## src/hw/s3u_pkg.sv

```systemverilog
package s3u_pkg;
  // pclk rate
  localparam int unsigned PCLK_HZ = 10_000_000;
  // register indices; byte address is four times the index
  localparam logic [5:0] IDX_OPMODE = 6'h1a;
  localparam logic [5:0] IDX_ERRSTAT = 6'h1b;
  localparam logic [5:0] IDX_FORMAT = 6'h1c;
  localparam logic [5:0] IDX_CONTROL = 6'h1d;
  localparam logic [5:0] IDX_TXDATA = 6'h1e;
  localparam logic [5:0] IDX_RXDATA = 6'h1f;
  localparam logic [5:0] IDX_IRQSTAT = 6'h20;
  localparam logic [5:0] IDX_IRQMASK = 6'h21;
  // field positions
  localparam int unsigned OPM_PORT3_ENABLE = 3;
  localparam int unsigned OPM_OUT_PIN_MODE = 2;
  localparam int unsigned ERR_PARITY = 2;
  localparam int unsigned ERR_FRAMING = 1;
  localparam int unsigned ERR_OVERRUN = 0;
  localparam int unsigned FMT_CHAR_LEN = 1;
  localparam int unsigned FMT_STOP_BITS = 0;
  localparam int unsigned CTL_TX_ENABLE = 3;
  localparam int unsigned CTL_RX_ENABLE = 2;
  localparam int unsigned CTL_RX_ERR_MASK = 1;
  localparam int unsigned IST_RX_DONE = 0;
  localparam int unsigned IST_RX_ERR = 1;
  localparam int unsigned IST_TX_DONE = 2;
  // parity codes
  localparam logic [1:0] PAR_NONE = 2'h0;
  localparam logic [1:0] PAR_ZERO = 2'h1;
  localparam logic [1:0] PAR_ODD = 2'h2;
  localparam logic [1:0] PAR_EVEN = 2'h3;
  // reset value of the four documented registers
  localparam logic [3:0] REG4_RST = 4'h0;
  // shift clock rates per select code and their divider reloads
  localparam int unsigned SCK0_HZ = 93_750;
  localparam int unsigned SCK1_HZ = 375_000;
  localparam int unsigned SCK2_HZ = 46_875;
  localparam int unsigned SCK3_HZ = 187_500;
  localparam logic [7:0] DIV0 = 8'(PCLK_HZ / SCK0_HZ - 1);
  localparam logic [7:0] DIV1 = 8'(PCLK_HZ / SCK1_HZ - 1);
  localparam logic [7:0] DIV2 = 8'(PCLK_HZ / SCK2_HZ - 1);
  localparam logic [7:0] DIV3 = 8'(PCLK_HZ / SCK3_HZ - 1);
  typedef enum logic [2:0] {
    PH_IDLE = 3'h0,
    PH_START = 3'h1,
    PH_DATA = 3'h3,
    PH_PARITY = 3'h2,
    PH_STOP = 3'h6
  } s3u_phase_e;
  typedef struct packed {
    logic [3:0] opm;
    logic [3:0] fmt;
    logic [3:0] ctl;
    logic [2:0] err;
    logic [2:0] ist;
    logic [2:0] imsk;
    logic [7:0] txd;
    logic [7:0] rxd;
    logic rx_full;
    logic [7:0] div;
    s3u_phase_e tx_ph;
    logic tx_busy;
    logic [7:0] tx_sh;
    logic [3:0] tx_cnt;
    logic tx_par;
    logic line;
    s3u_phase_e rx_ph;
    logic [7:0] rx_tmr;
    logic [7:0] rx_sh;
    logic [3:0] rx_cnt;
    logic rx_par;
    logic rx_perr;
    logic pin;
    logic irq;
    logic [31:0] prdata;
    logic pready;
    logic pslverr;
  } s3u_state_s;
  localparam s3u_state_s STATE_RST = '{tx_ph: PH_IDLE, rx_ph: PH_IDLE, line: 1'b1, default: '0};
endpackage : s3u_pkg

```

## src/hw/s3u_uart_ctrl.sv

```systemverilog
// Local design decision: the APB register port.
`timescale 1ns/10ps
module s3u_uart_ctrl (
  input wire logic pclk,
  input wire logic presetn,
  input wire logic [11:0] paddr,
  input wire logic psel,
  input wire logic penable,
  input wire logic pwrite,
  input wire logic [31:0] pwdata,
  output logic [31:0] prdata,
  output logic pready,
  output logic pslverr,
  input wire logic wdt_sp_reset,
  input wire logic ce_reset,
  input wire logic clock_stop,
  input wire logic serial_in,
  input wire logic gp_port_out,
  output logic serial_out_pin,
  output logic irq
);

  s3u_pkg::s3u_state_s q;
  s3u_pkg::s3u_state_s n;
  logic acc;
  logic fire;
  logic wr;
  logic rd;
  logic hit;
  logic [5:0] idx;
  logic [31:0] rdat;
  logic tick;
  logic rx_due;
  logic tx_run;
  logic rx_run;
  logic [3:0] nbits;
  logic [1:0] ps;
  logic [7:0] reload;
  logic ove;
  logic fe;
  logic any_err;
  logic in_page;
  logic aligned;
  logic in_range;
  logic rd_err;
  logic rd_rx;
  logic tx_load;
  logic tx_par_bit;
  logic rx_par_bad;
  logic [2:0] ist_set;
  logic [2:0] err_set;

  function automatic logic [7:0] div_of(input logic [1:0] sel);
    logic [7:0] r;
    unique case (sel)
      2'h0: r = s3u_pkg::DIV0;
      2'h1: r = s3u_pkg::DIV1;
      2'h2: r = s3u_pkg::DIV2;
      2'h3: r = s3u_pkg::DIV3;
    endcase
    return r;
  endfunction : div_of

  always_comb
  begin
    n = q;
    acc = psel & penable & ~q.pready;
    fire = psel & penable & q.pready;
    wr = fire & pwrite;
    rd = fire & ~pwrite;
    idx = paddr[7:2];

    // bus decode
    in_page = (paddr[11:8] == 4'h0);
    aligned = (paddr[1:0] == 2'h0);
    in_range = (idx >= s3u_pkg::IDX_OPMODE) && (idx <= s3u_pkg::IDX_IRQMASK);
    hit = in_page && aligned && in_range;
    rd_err = rd && hit && (idx == s3u_pkg::IDX_ERRSTAT);
    rd_rx = rd && hit && (idx == s3u_pkg::IDX_RXDATA);
    tx_run = q.opm[s3u_pkg::OPM_PORT3_ENABLE] & q.ctl[s3u_pkg::CTL_TX_ENABLE];
    rx_run = q.opm[s3u_pkg::OPM_PORT3_ENABLE] & q.ctl[s3u_pkg::CTL_RX_ENABLE];
    nbits = q.fmt[s3u_pkg::FMT_CHAR_LEN] ? 4'h8 : 4'h7;
    ps = q.fmt[3:2];
    reload = div_of(q.opm[1:0]);
    ove = 1'b0;
    fe = 1'b0;
    any_err = 1'b0;
    tx_load = wr && hit && (idx == s3u_pkg::IDX_TXDATA) && tx_run && !q.tx_busy;
    // sticky event bits: interrupt bits from both engines, error bits from the receiver only
    ist_set = 3'h0;
    err_set = 3'h0;

    // parity bit to send, and parity check of the received bit
    tx_par_bit = 1'b1;
    rx_par_bad = 1'b0;
    unique case (ps)
      s3u_pkg::PAR_ZERO: tx_par_bit = 1'b0;
      s3u_pkg::PAR_ODD:
      begin
        tx_par_bit = ~q.tx_par;
        rx_par_bad = ~(q.rx_par ^ serial_in);
      end
      s3u_pkg::PAR_EVEN:
      begin
        tx_par_bit = q.tx_par;
        rx_par_bad = q.rx_par ^ serial_in;
      end
      s3u_pkg::PAR_NONE: tx_par_bit = 1'b1;
    endcase

    // read data, prepared in the first access cycle
    rdat = 32'h0;
    case (idx)
      s3u_pkg::IDX_OPMODE: rdat = {28'h0, q.opm};
      s3u_pkg::IDX_ERRSTAT: rdat = {29'h0, q.err};
      s3u_pkg::IDX_FORMAT: rdat = {28'h0, q.fmt};
      s3u_pkg::IDX_CONTROL: rdat = {28'h0, q.ctl};
      s3u_pkg::IDX_TXDATA: rdat = {23'h0, q.tx_busy, q.txd};
      s3u_pkg::IDX_RXDATA: rdat = {23'h0, q.rx_full, q.rxd};
      s3u_pkg::IDX_IRQSTAT: rdat = {29'h0, q.ist};
      s3u_pkg::IDX_IRQMASK: rdat = {29'h0, q.imsk};
      default: rdat = 32'h0;
    endcase
    n.pready = acc;
    if (acc)
    begin
      n.prdata = hit ? rdat : 32'h0;
      n.pslverr = ~hit;
    end

    // register writes and read side effects, taken at the completing edge
    if (wr && hit)
    begin
      case (idx)
        s3u_pkg::IDX_OPMODE: n.opm = pwdata[3:0];
        s3u_pkg::IDX_FORMAT: n.fmt = pwdata[3:0];
        s3u_pkg::IDX_CONTROL: n.ctl = {pwdata[3:1], 1'b0};
        s3u_pkg::IDX_TXDATA:
        begin
          if (tx_load)
          begin
            n.txd = pwdata[7:0];
            n.tx_busy = 1'b1;
          end
        end
        s3u_pkg::IDX_IRQSTAT: n.ist = q.ist & ~pwdata[2:0];
        s3u_pkg::IDX_IRQMASK: n.imsk = pwdata[2:0];
        default: n.opm = q.opm;
      endcase
    end
    if (rd_err)
      n.err = 3'h0;
    if (rd_rx)
      n.rx_full = 1'b0;

    // shift clock divider, one-cycle enable per bit
    tick = (q.div == 8'h00);
    n.div = tick ? reload : q.div - 8'h01;

    // transmitter
    if (!tx_run)
    begin
      n.tx_ph = s3u_pkg::PH_IDLE;
      n.tx_busy = 1'b0;
      n.line = 1'b1;
    end
    else if (tick)
    begin
      unique case (q.tx_ph)
        s3u_pkg::PH_IDLE:
        begin
          if (q.tx_busy)
          begin
            n.tx_ph = s3u_pkg::PH_START;
            n.line = 1'b0;
          end
        end
        s3u_pkg::PH_START:
        begin
          n.tx_ph = s3u_pkg::PH_DATA;
          n.line = q.txd[0];
          n.tx_sh = {1'b0, q.txd[7:1]};
          n.tx_par = q.txd[0];
          n.tx_cnt = 4'h1;
        end
        s3u_pkg::PH_DATA:
        begin
          if (q.tx_cnt == nbits)
          begin
            if (ps == s3u_pkg::PAR_NONE)
            begin
              n.tx_ph = s3u_pkg::PH_STOP;
              n.line = 1'b1;
              n.tx_cnt = 4'h0;
            end
            else
            begin
              n.tx_ph = s3u_pkg::PH_PARITY;
              n.line = tx_par_bit;
            end
          end
          else
          begin
            n.line = q.tx_sh[0];
            n.tx_sh = {1'b0, q.tx_sh[7:1]};
            n.tx_par = q.tx_par ^ q.tx_sh[0];
            n.tx_cnt = q.tx_cnt + 4'h1;
          end
        end
        s3u_pkg::PH_PARITY:
        begin
          n.tx_ph = s3u_pkg::PH_STOP;
          n.line = 1'b1;
          n.tx_cnt = 4'h0;
        end
        s3u_pkg::PH_STOP:
        begin
          if (q.tx_cnt == 4'h0 && q.fmt[s3u_pkg::FMT_STOP_BITS])
            n.tx_cnt = 4'h1;
          else
          begin
            n.tx_ph = s3u_pkg::PH_IDLE;
            n.tx_busy = 1'b0;
            ist_set[s3u_pkg::IST_TX_DONE] = 1'b1;
          end
        end
      endcase
    end

    // receiver, sampled at mid-bit
    rx_due = (q.rx_tmr == 8'h00);
    if (!rx_run)
      n.rx_ph = s3u_pkg::PH_IDLE;
    else
    begin
      if (q.rx_ph != s3u_pkg::PH_IDLE)
        n.rx_tmr = rx_due ? reload : q.rx_tmr - 8'h01;
      unique case (q.rx_ph)
        s3u_pkg::PH_IDLE:
        begin
          if (!serial_in)
          begin
            n.rx_ph = s3u_pkg::PH_START;
            n.rx_tmr = {1'b0, reload[7:1]};
          end
        end
        s3u_pkg::PH_START:
        begin
          if (rx_due)
          begin
            n.rx_ph = serial_in ? s3u_pkg::PH_IDLE : s3u_pkg::PH_DATA;
            n.rx_cnt = 4'h0;
            n.rx_par = 1'b0;
            n.rx_perr = 1'b0;
          end
        end
        s3u_pkg::PH_DATA:
        begin
          if (rx_due)
          begin
            n.rx_sh = {serial_in, q.rx_sh[7:1]};
            n.rx_par = q.rx_par ^ serial_in;
            n.rx_cnt = q.rx_cnt + 4'h1;
            if (q.rx_cnt + 4'h1 == nbits)
              n.rx_ph = (ps == s3u_pkg::PAR_NONE) ? s3u_pkg::PH_STOP : s3u_pkg::PH_PARITY;
          end
        end
        s3u_pkg::PH_PARITY:
        begin
          if (rx_due)
          begin
            n.rx_ph = s3u_pkg::PH_STOP;
            n.rx_perr = rx_par_bad;
          end
        end
        s3u_pkg::PH_STOP:
        begin
          if (rx_due)
          begin
            n.rx_ph = s3u_pkg::PH_IDLE;
            fe = ~serial_in;
            ove = q.rx_full & ~rd_rx;
            any_err = fe | ove | q.rx_perr;
            err_set[s3u_pkg::ERR_PARITY] = q.rx_perr;
            err_set[s3u_pkg::ERR_FRAMING] = fe;
            err_set[s3u_pkg::ERR_OVERRUN] = ove;
            n.rxd = q.fmt[s3u_pkg::FMT_CHAR_LEN] ? q.rx_sh : {1'b0, q.rx_sh[7:1]};
            n.rx_full = 1'b1;
            if (!any_err || !q.ctl[s3u_pkg::CTL_RX_ERR_MASK])
              ist_set[s3u_pkg::IST_RX_DONE] = 1'b1;
            if (any_err)
              ist_set[s3u_pkg::IST_RX_ERR] = 1'b1;
          end
        end
      endcase
    end

    // sticky flags: an event in the same cycle as a clear keeps the flag set
    n.err = n.err | err_set;
    n.ist = n.ist | ist_set;

    // system reset sources clear the documented registers
    if (wdt_sp_reset || ce_reset || clock_stop)
    begin
      n.opm = s3u_pkg::REG4_RST;
      n.fmt = s3u_pkg::REG4_RST;
      n.ctl = s3u_pkg::REG4_RST;
      n.err = s3u_pkg::REG4_RST[2:0];
    end

    // output pin and interrupt
    n.pin = q.opm[s3u_pkg::OPM_OUT_PIN_MODE] ? n.line : gp_port_out;
    n.irq = |(n.ist & n.imsk);
  end

  always_ff @(posedge pclk or negedge presetn)
  begin
    if (!presetn)
      q <= s3u_pkg::STATE_RST;
    else
      q <= n;
  end

  assign prdata = q.prdata;
  assign pready = q.pready;
  assign pslverr = q.pslverr;
  assign serial_out_pin = q.pin;
  assign irq = q.irq;

endmodule : s3u_uart_ctrl

```

## config.mk

```make
export PLATFORM = sky130hd
export DESIGN_NAME = s3u_uart_ctrl
export DESIGN_NICKNAME = d
export VERILOG_FILES = /design/src/hw/s3u_pkg.sv /design/src/hw/s3u_uart_ctrl.sv
export SDC_FILE = /design/constraint.sdc
export NUM_CORES = 1
export LEC_CHECK = 0
export CELL_PAD_IN_SITES_DETAIL_PLACEMENT = 0
export CELL_PAD_IN_SITES_GLOBAL_PLACEMENT = 1
export CORE_UTILIZATION = 53
export DETAILED_ROUTE_END_ITERATION = 10
export DONT_BUFFER_PORTS = 1
export GPL_TIMING_DRIVEN = 0
export PLACE_DENSITY_LB_ADDON = 0.1
export SYNTH_ARGS = -nofsm -noshare
export SYNTH_HDL_FRONTEND = slang
export SYNTH_SLANG_ARGS = --single-unit
```

## constraint.sdc

```tcl
create_clock -name pclk -period 3.55 [get_ports pclk]
set_input_delay 0.1775 -clock pclk [delete_from_list [all_inputs] [get_ports pclk]]
set_output_delay 0.1775 -clock pclk [all_outputs]
set_load 0.01 [all_outputs]
```

; ---- Yosys cells after proc, flatten, opt, wreduce, memory -nomap -nowiden
; Cells that the tools add are included.
[totals]
out_inout_bits = 36
in_bits = 54
word_cells = 222
ff_bits = 125
[op_classes]
eq_ne = 40
magnitude_cmp = 2
reduce_logical = 48
bitwise = 24
n_addsub = 4
mux = 77
[ops]
columns = cell, n
row1 = 9-bit case mux with 8 select lines, 1
row2 = 8-bit two-way mux, 8
row3 = 3-bit two-way mux, 15
row4 = 6-bit by 5-bit equality test with 1-bit output (second input constant), 6
row5 = 4-bit two-way mux, 9
row6 = 32-bit two-way mux, 1
row7 = 8-bit case mux with 4 select lines, 1
row8 = 3-bit inequality test (second input constant), 10
row9 = 3-bit case mux with 5 select lines, 2
row10 = 1-bit two-way mux, 21
row11 = 18-bit two-way mux, 1
row12 = 8-bit zero test, 2
row13 = 4-bit case mux with 4 select lines, 1
row14 = 8-bit case mux with 2 select lines, 1
row15 = 4-bit AND reduction, 4
row16 = 8-bit by 1-bit subtractor with 8-bit output (second input constant), 2
row17 = 15-bit two-way mux, 1
row18 = 14-bit two-way mux, 1
row19 = 2-bit nonzero test, 7
row20 = 3-bit by 2-bit equality test with 1-bit output (second input constant), 4
row21 = 6-bit equality test (second input constant), 2
row22 = 12-bit two-way mux, 1
row23 = 2-bit inequality test (second input constant), 6
row24 = 1-bit logical AND, 11
row25 = 35 further kinds, 77

; ---- Logic depth before layout (Yosys ltp)
[logic_depth]
ltp_word = 18
ltp_mapped = 9
mapped_depth_nobuf = 7

; ---- Least setup slack after synthesis
; Ideal clock, no wire load.
[synth_path]
path_kind = register to register
startpoint = register q[79] (netlist bit)
endpoint = register q[67] (netlist bit)
path_buffers = 2
synth_period_minus_slack_ns = 2.131
arrival_time_ns = 2.006
slack_ns = 1.419
stages_incl_launch_ff = 10
required_ns = 3.425
setup_ns = 0.125
cell_sequence = dfrtp_1 > inv_1 > ha_1 > or3b_1 > or2_1 > buf_6 > a2111o_1 > buf_6 > nand2_1 > o21ai_1
[synth_between]
elab_chain_len = 2
[synth_lines]
columns = element, line
row1 = from (decl), s3u_uart_ctrl.sv:23  ; s3u_pkg::s3u_state_s q;
row2 = from (signal assigned), s3u_uart_ctrl.sv:319  ; q <= s3u_pkg::STATE_RST;
row3 = from (signal assigned), s3u_uart_ctrl.sv:321  ; q <= n;
row4 = 8-bit zero test, s3u_uart_ctrl.sv:157  ; tick = (q.div == 8'h00);
row5 = 4-bit AND reduction (no line), --
; No other way between the ends.
; A chain may end at the register's enable or synchronous reset.

; ---- Worst setup path in the final report
[layout_path]
startpoint = register q[50] (netlist bit)
endpoint = register q[89] (netlist bit)
[layout_between]
elab_chain_len = 2
[layout_lines]
columns = element, line
row1 = 8-bit zero test, s3u_uart_ctrl.sv:231  ; rx_due = (q.rx_tmr == 8'h00);
row2 = 3-bit AND reduction (no line), --
; No other way between the ends.

==> results_dict.tcl <==
set metrics [dict create \
    status "finished clean" \
    powerDensity_nw_per_um2 318 \
    core_region_area_sq_um 10400 \
    firstDrtPassIters 5 \
    synth_sequential_area_ratio_pct 43.5 \
    synth_adder_area_share_pct 2.17 \
    detail-route-antenna-nets 0 \
    total_routing_resource_utilization_after_global_routing_pct 24.2 \
    timing.final.ws_setup_ps 889 \
    area_growth_syn_to_layout_pct 10.3 \
    wl_per_cell_um 17.1 \
    max_freq_ghz 0.376 \
    dpl.cell_count 740 \
    via_count 4444 \
    drt-initial-drc-count 307 \
    actual_slew_at_the_worst_max_slew_pin_ps 889 \
    yosysUniqueCellTypes 77 \
    antenna_cells_inserted 0 \
    synth_enable_flop_cells 0 \
    timing.final.max_slew_violations 0 \
    postRouteWirelength_um 13100 \
    synth_seq_cells 100 \
    period_needed_ps 2660 \
    place_congestion 0.876 \
    rr_worst_depth 8 \
    count_of_hold_buffers_inserted_by_post_cts_repair 12 \
    setup_viol 0 \
    chipHeight_um 106 \
    preCtsSetupSlack_ps 922 \
    syn-cell-area_sq_um 5760 \
    design.portCount 90 \
    tns_ps 0 \
    ctsRootBufferMaster "sky130_fd_sc_hd__clkbuf_8" \
    syn_inst 582 \
    vdd_ir_drop_max_uv 270 \
    ys_warn_count 0 \
    worst-endpoint-arrival_ps 2980 \
    grt_antenna_before_repair 0 \
    unrepaired_setup_endpoints_after_global_routing "no" \
    die_w_um 106 \
    critical_path.startpoint_type "register" \
    critPathMaxFanout 10 \
    synth.avg_cell_area_sq_um 9.89 \
    layout.cells.non_filler 768 \
    dieArea_sq_um 11300 \
    slew_headroom_pct 40.3 \
    critical_path.endpoint_type "register" \
    synth_flop_cell "sky130_fd_sc_hd__dfrtp_1" \
    worstHoldPathType "primary input to register" \
    cts_made_buffers 9 \
    worst_setup_path_endpoint "q[89]" \
    final_cell_mix "sky130_fd_sc_hd__dfrtp_1 (99), sky130_fd_sc_hd__nor2_1 (48), sky130_fd_sc_hd__nand2_1 (43)" \
    yosys.area_share.simple_pct 18.1 \
    grt.overflow.total 0 \
    vias_in_the_first_global_route 4243 \
    regToRegEndpoint "q[89]" \
    synth_top_family_by_area "simple AND/OR/NAND/NOR gates" \
    finalCritPeriodShare_pct 75.0 \
    timing.critical_path.from "q[50]" \
    cts.path.max_buffers 2 \
    cts_sinks 100 \
    clock_transition_time_at_the_flip_flop_clock_pins_of_the_worst_setup_and_hold_paths_ps 110 \
    post_cts_resize_count 0 \
    initial_utilization_pct 55.3 \
    worst_skew_pair.late_latency_ps 390 \
    async_flop_share_pct 100 \
    final_net_count 691 \
    max_cap_viol_count 0 \
    placement_rows 37 \
    post_route_cells_drive_above_1_share_pct 13.6 \
    worstPathRequired_ps 3860 \
    layout.cells.most_common "sky130_fd_sc_hd__dfrtp_1" \
    post_cts_setup_repair_buffer_count 0 \
    multiplexer_fraction_of_the_synthesized_cell_area_pct 10.7 \
    route.detailed.drc 0 \
    reg2reg_from "q[50]" \
    grt_pass1_wl_um 21200 \
    postLayoutCoreUtil_pct 61.0 \
    synth-compound-area-share_pct 16.4 \
    n_fill_cell 891 \
    ctsHtreeMaxLevel 3 \
    synth-xor-area-share_pct 1.83 \
    setup.reg_to_reg.worst_slack_ps 890 \
    grt_start_max_net_pins 101 \
    drt-vias-per-instance 5.79 \
    finClkSkew_ps 12.6 \
    path_class "register to register" \
    report.final.hold_viol_count 0 \
    dp_hpwl_um 9490 \
    leakagePower_uw 0.00278 \
    port-buffer-count 0 \
    tritoncts "built" \
]
critical path, cell delays in order (launching register included):
cell	delay [ps]
sky130_fd_sc_hd__dfrtp_1	420
sky130_fd_sc_hd__inv_1	100
sky130_fd_sc_hd__ha_1	150
sky130_fd_sc_hd__nor3b_1	610
sky130_fd_sc_hd__nand2_1	330
sky130_fd_sc_hd__nor2_1	390
sky130_fd_sc_hd__clkbuf_1	370
sky130_fd_sc_hd__nor2_1	80
sky130_fd_sc_hd__a21oi_1	140
metal layers:
layer  global-route usage [%]  up-vias  wire length, um
met1                     32.6     2142             5980
met3                     4.54       17              662
met4                     8.63        0              230
met2                     38.9      131             6250
li1                         -     2154                -
met5                        0        -                0
logic make-up after synthesis:
logic type      Yosys count
compound gates          139
xor+xnor                 12
fa+ha+maj                10
buf+inv                  74
flops                   100
mux                      57
other cells               1
simple gates            189
state kept, by name, indices dropped and copies added (netlist names):
register	cells
q	85
prdata	9
ps	2
irq	1
pready	1
pslverr	1
serial_out_pin	1
power by group:
group          leakage (uW)  internal (uW)  switching, uW
registers           0.00133           1140           2.02
logic               0.00135           42.7           70.2
clock network      0.000102            336            431
metrics by stage:
stage	hold slack [ps]	cell area (sq um)	total power, uW
after floorplan	-118	5840	1230
after global placement	-116	6010	1240
after detailed placement	-115	6010	1240
after CTS	22.1	6350	2040
after global routing	39.0	6350	2090
final	51.7	6350	2020
Yosys cell counts, types with 6 or more instances:
master	number	area, sq um
sky130_fd_sc_hd__buf_4	32	240
sky130_fd_sc_hd__nand3_1	9	45.0
sky130_fd_sc_hd__mux2i_1	34	340
sky130_fd_sc_hd__o21ai_0	25	125
sky130_fd_sc_hd__or3_1	8	50.1
sky130_fd_sc_hd__xnor2_1	6	52.6
sky130_fd_sc_hd__a21oi_1	25	125
sky130_fd_sc_hd__nand2_1	43	161
sky130_fd_sc_hd__nand2b_1	9	56.3
sky130_fd_sc_hd__ha_1	10	125
sky130_fd_sc_hd__a22o_1	22	193
sky130_fd_sc_hd__dfrtp_1	99	2480
sky130_fd_sc_hd__nor3_1	13	65.1
sky130_fd_sc_hd__clkbuf_1	16	60.1
sky130_fd_sc_hd__or2_2	7	43.8
sky130_fd_sc_hd__a21o_1	6	45.0
sky130_fd_sc_hd__mux2_2	12	135
sky130_fd_sc_hd__mux2_1	9	101
sky130_fd_sc_hd__nand4_1	10	62.6
sky130_fd_sc_hd__xor2_1	6	52.6
sky130_fd_sc_hd__o21ai_1	11	55.1
sky130_fd_sc_hd__nor2_1	48	180
sky130_fd_sc_hd__o22ai_1	6	37.5
sky130_fd_sc_hd__inv_1	19	71.3
how the worst min path moves through the flow:
| stage | cells after the start | end | start |
|---|---|---|---|
| floorplan | 0 | irq | presetn |
| global placement | 0 | q[65] | presetn |
| detailed placement | 0 | q[63] | presetn |
| CTS | 3 | q[55] | serial_in |
| global route | 3 | q[55] | serial_in |
| finish | 3 | q[55] | serial_in |
final cells by class:
class	instances	area, sq um	share of cell area (%)
buffer	54	340	5.36
clock buffer	9	124	1.95
clock inverter	7	80.1	1.26
inverter	20	75.1	1.18
multi-input combinational	430	2920	46.0
sequential	100	2500	39.4
tap	136	170	2.68
timing repair buffer	12	138	2.17
Note: power is estimated with default switching activity, not from simulation.
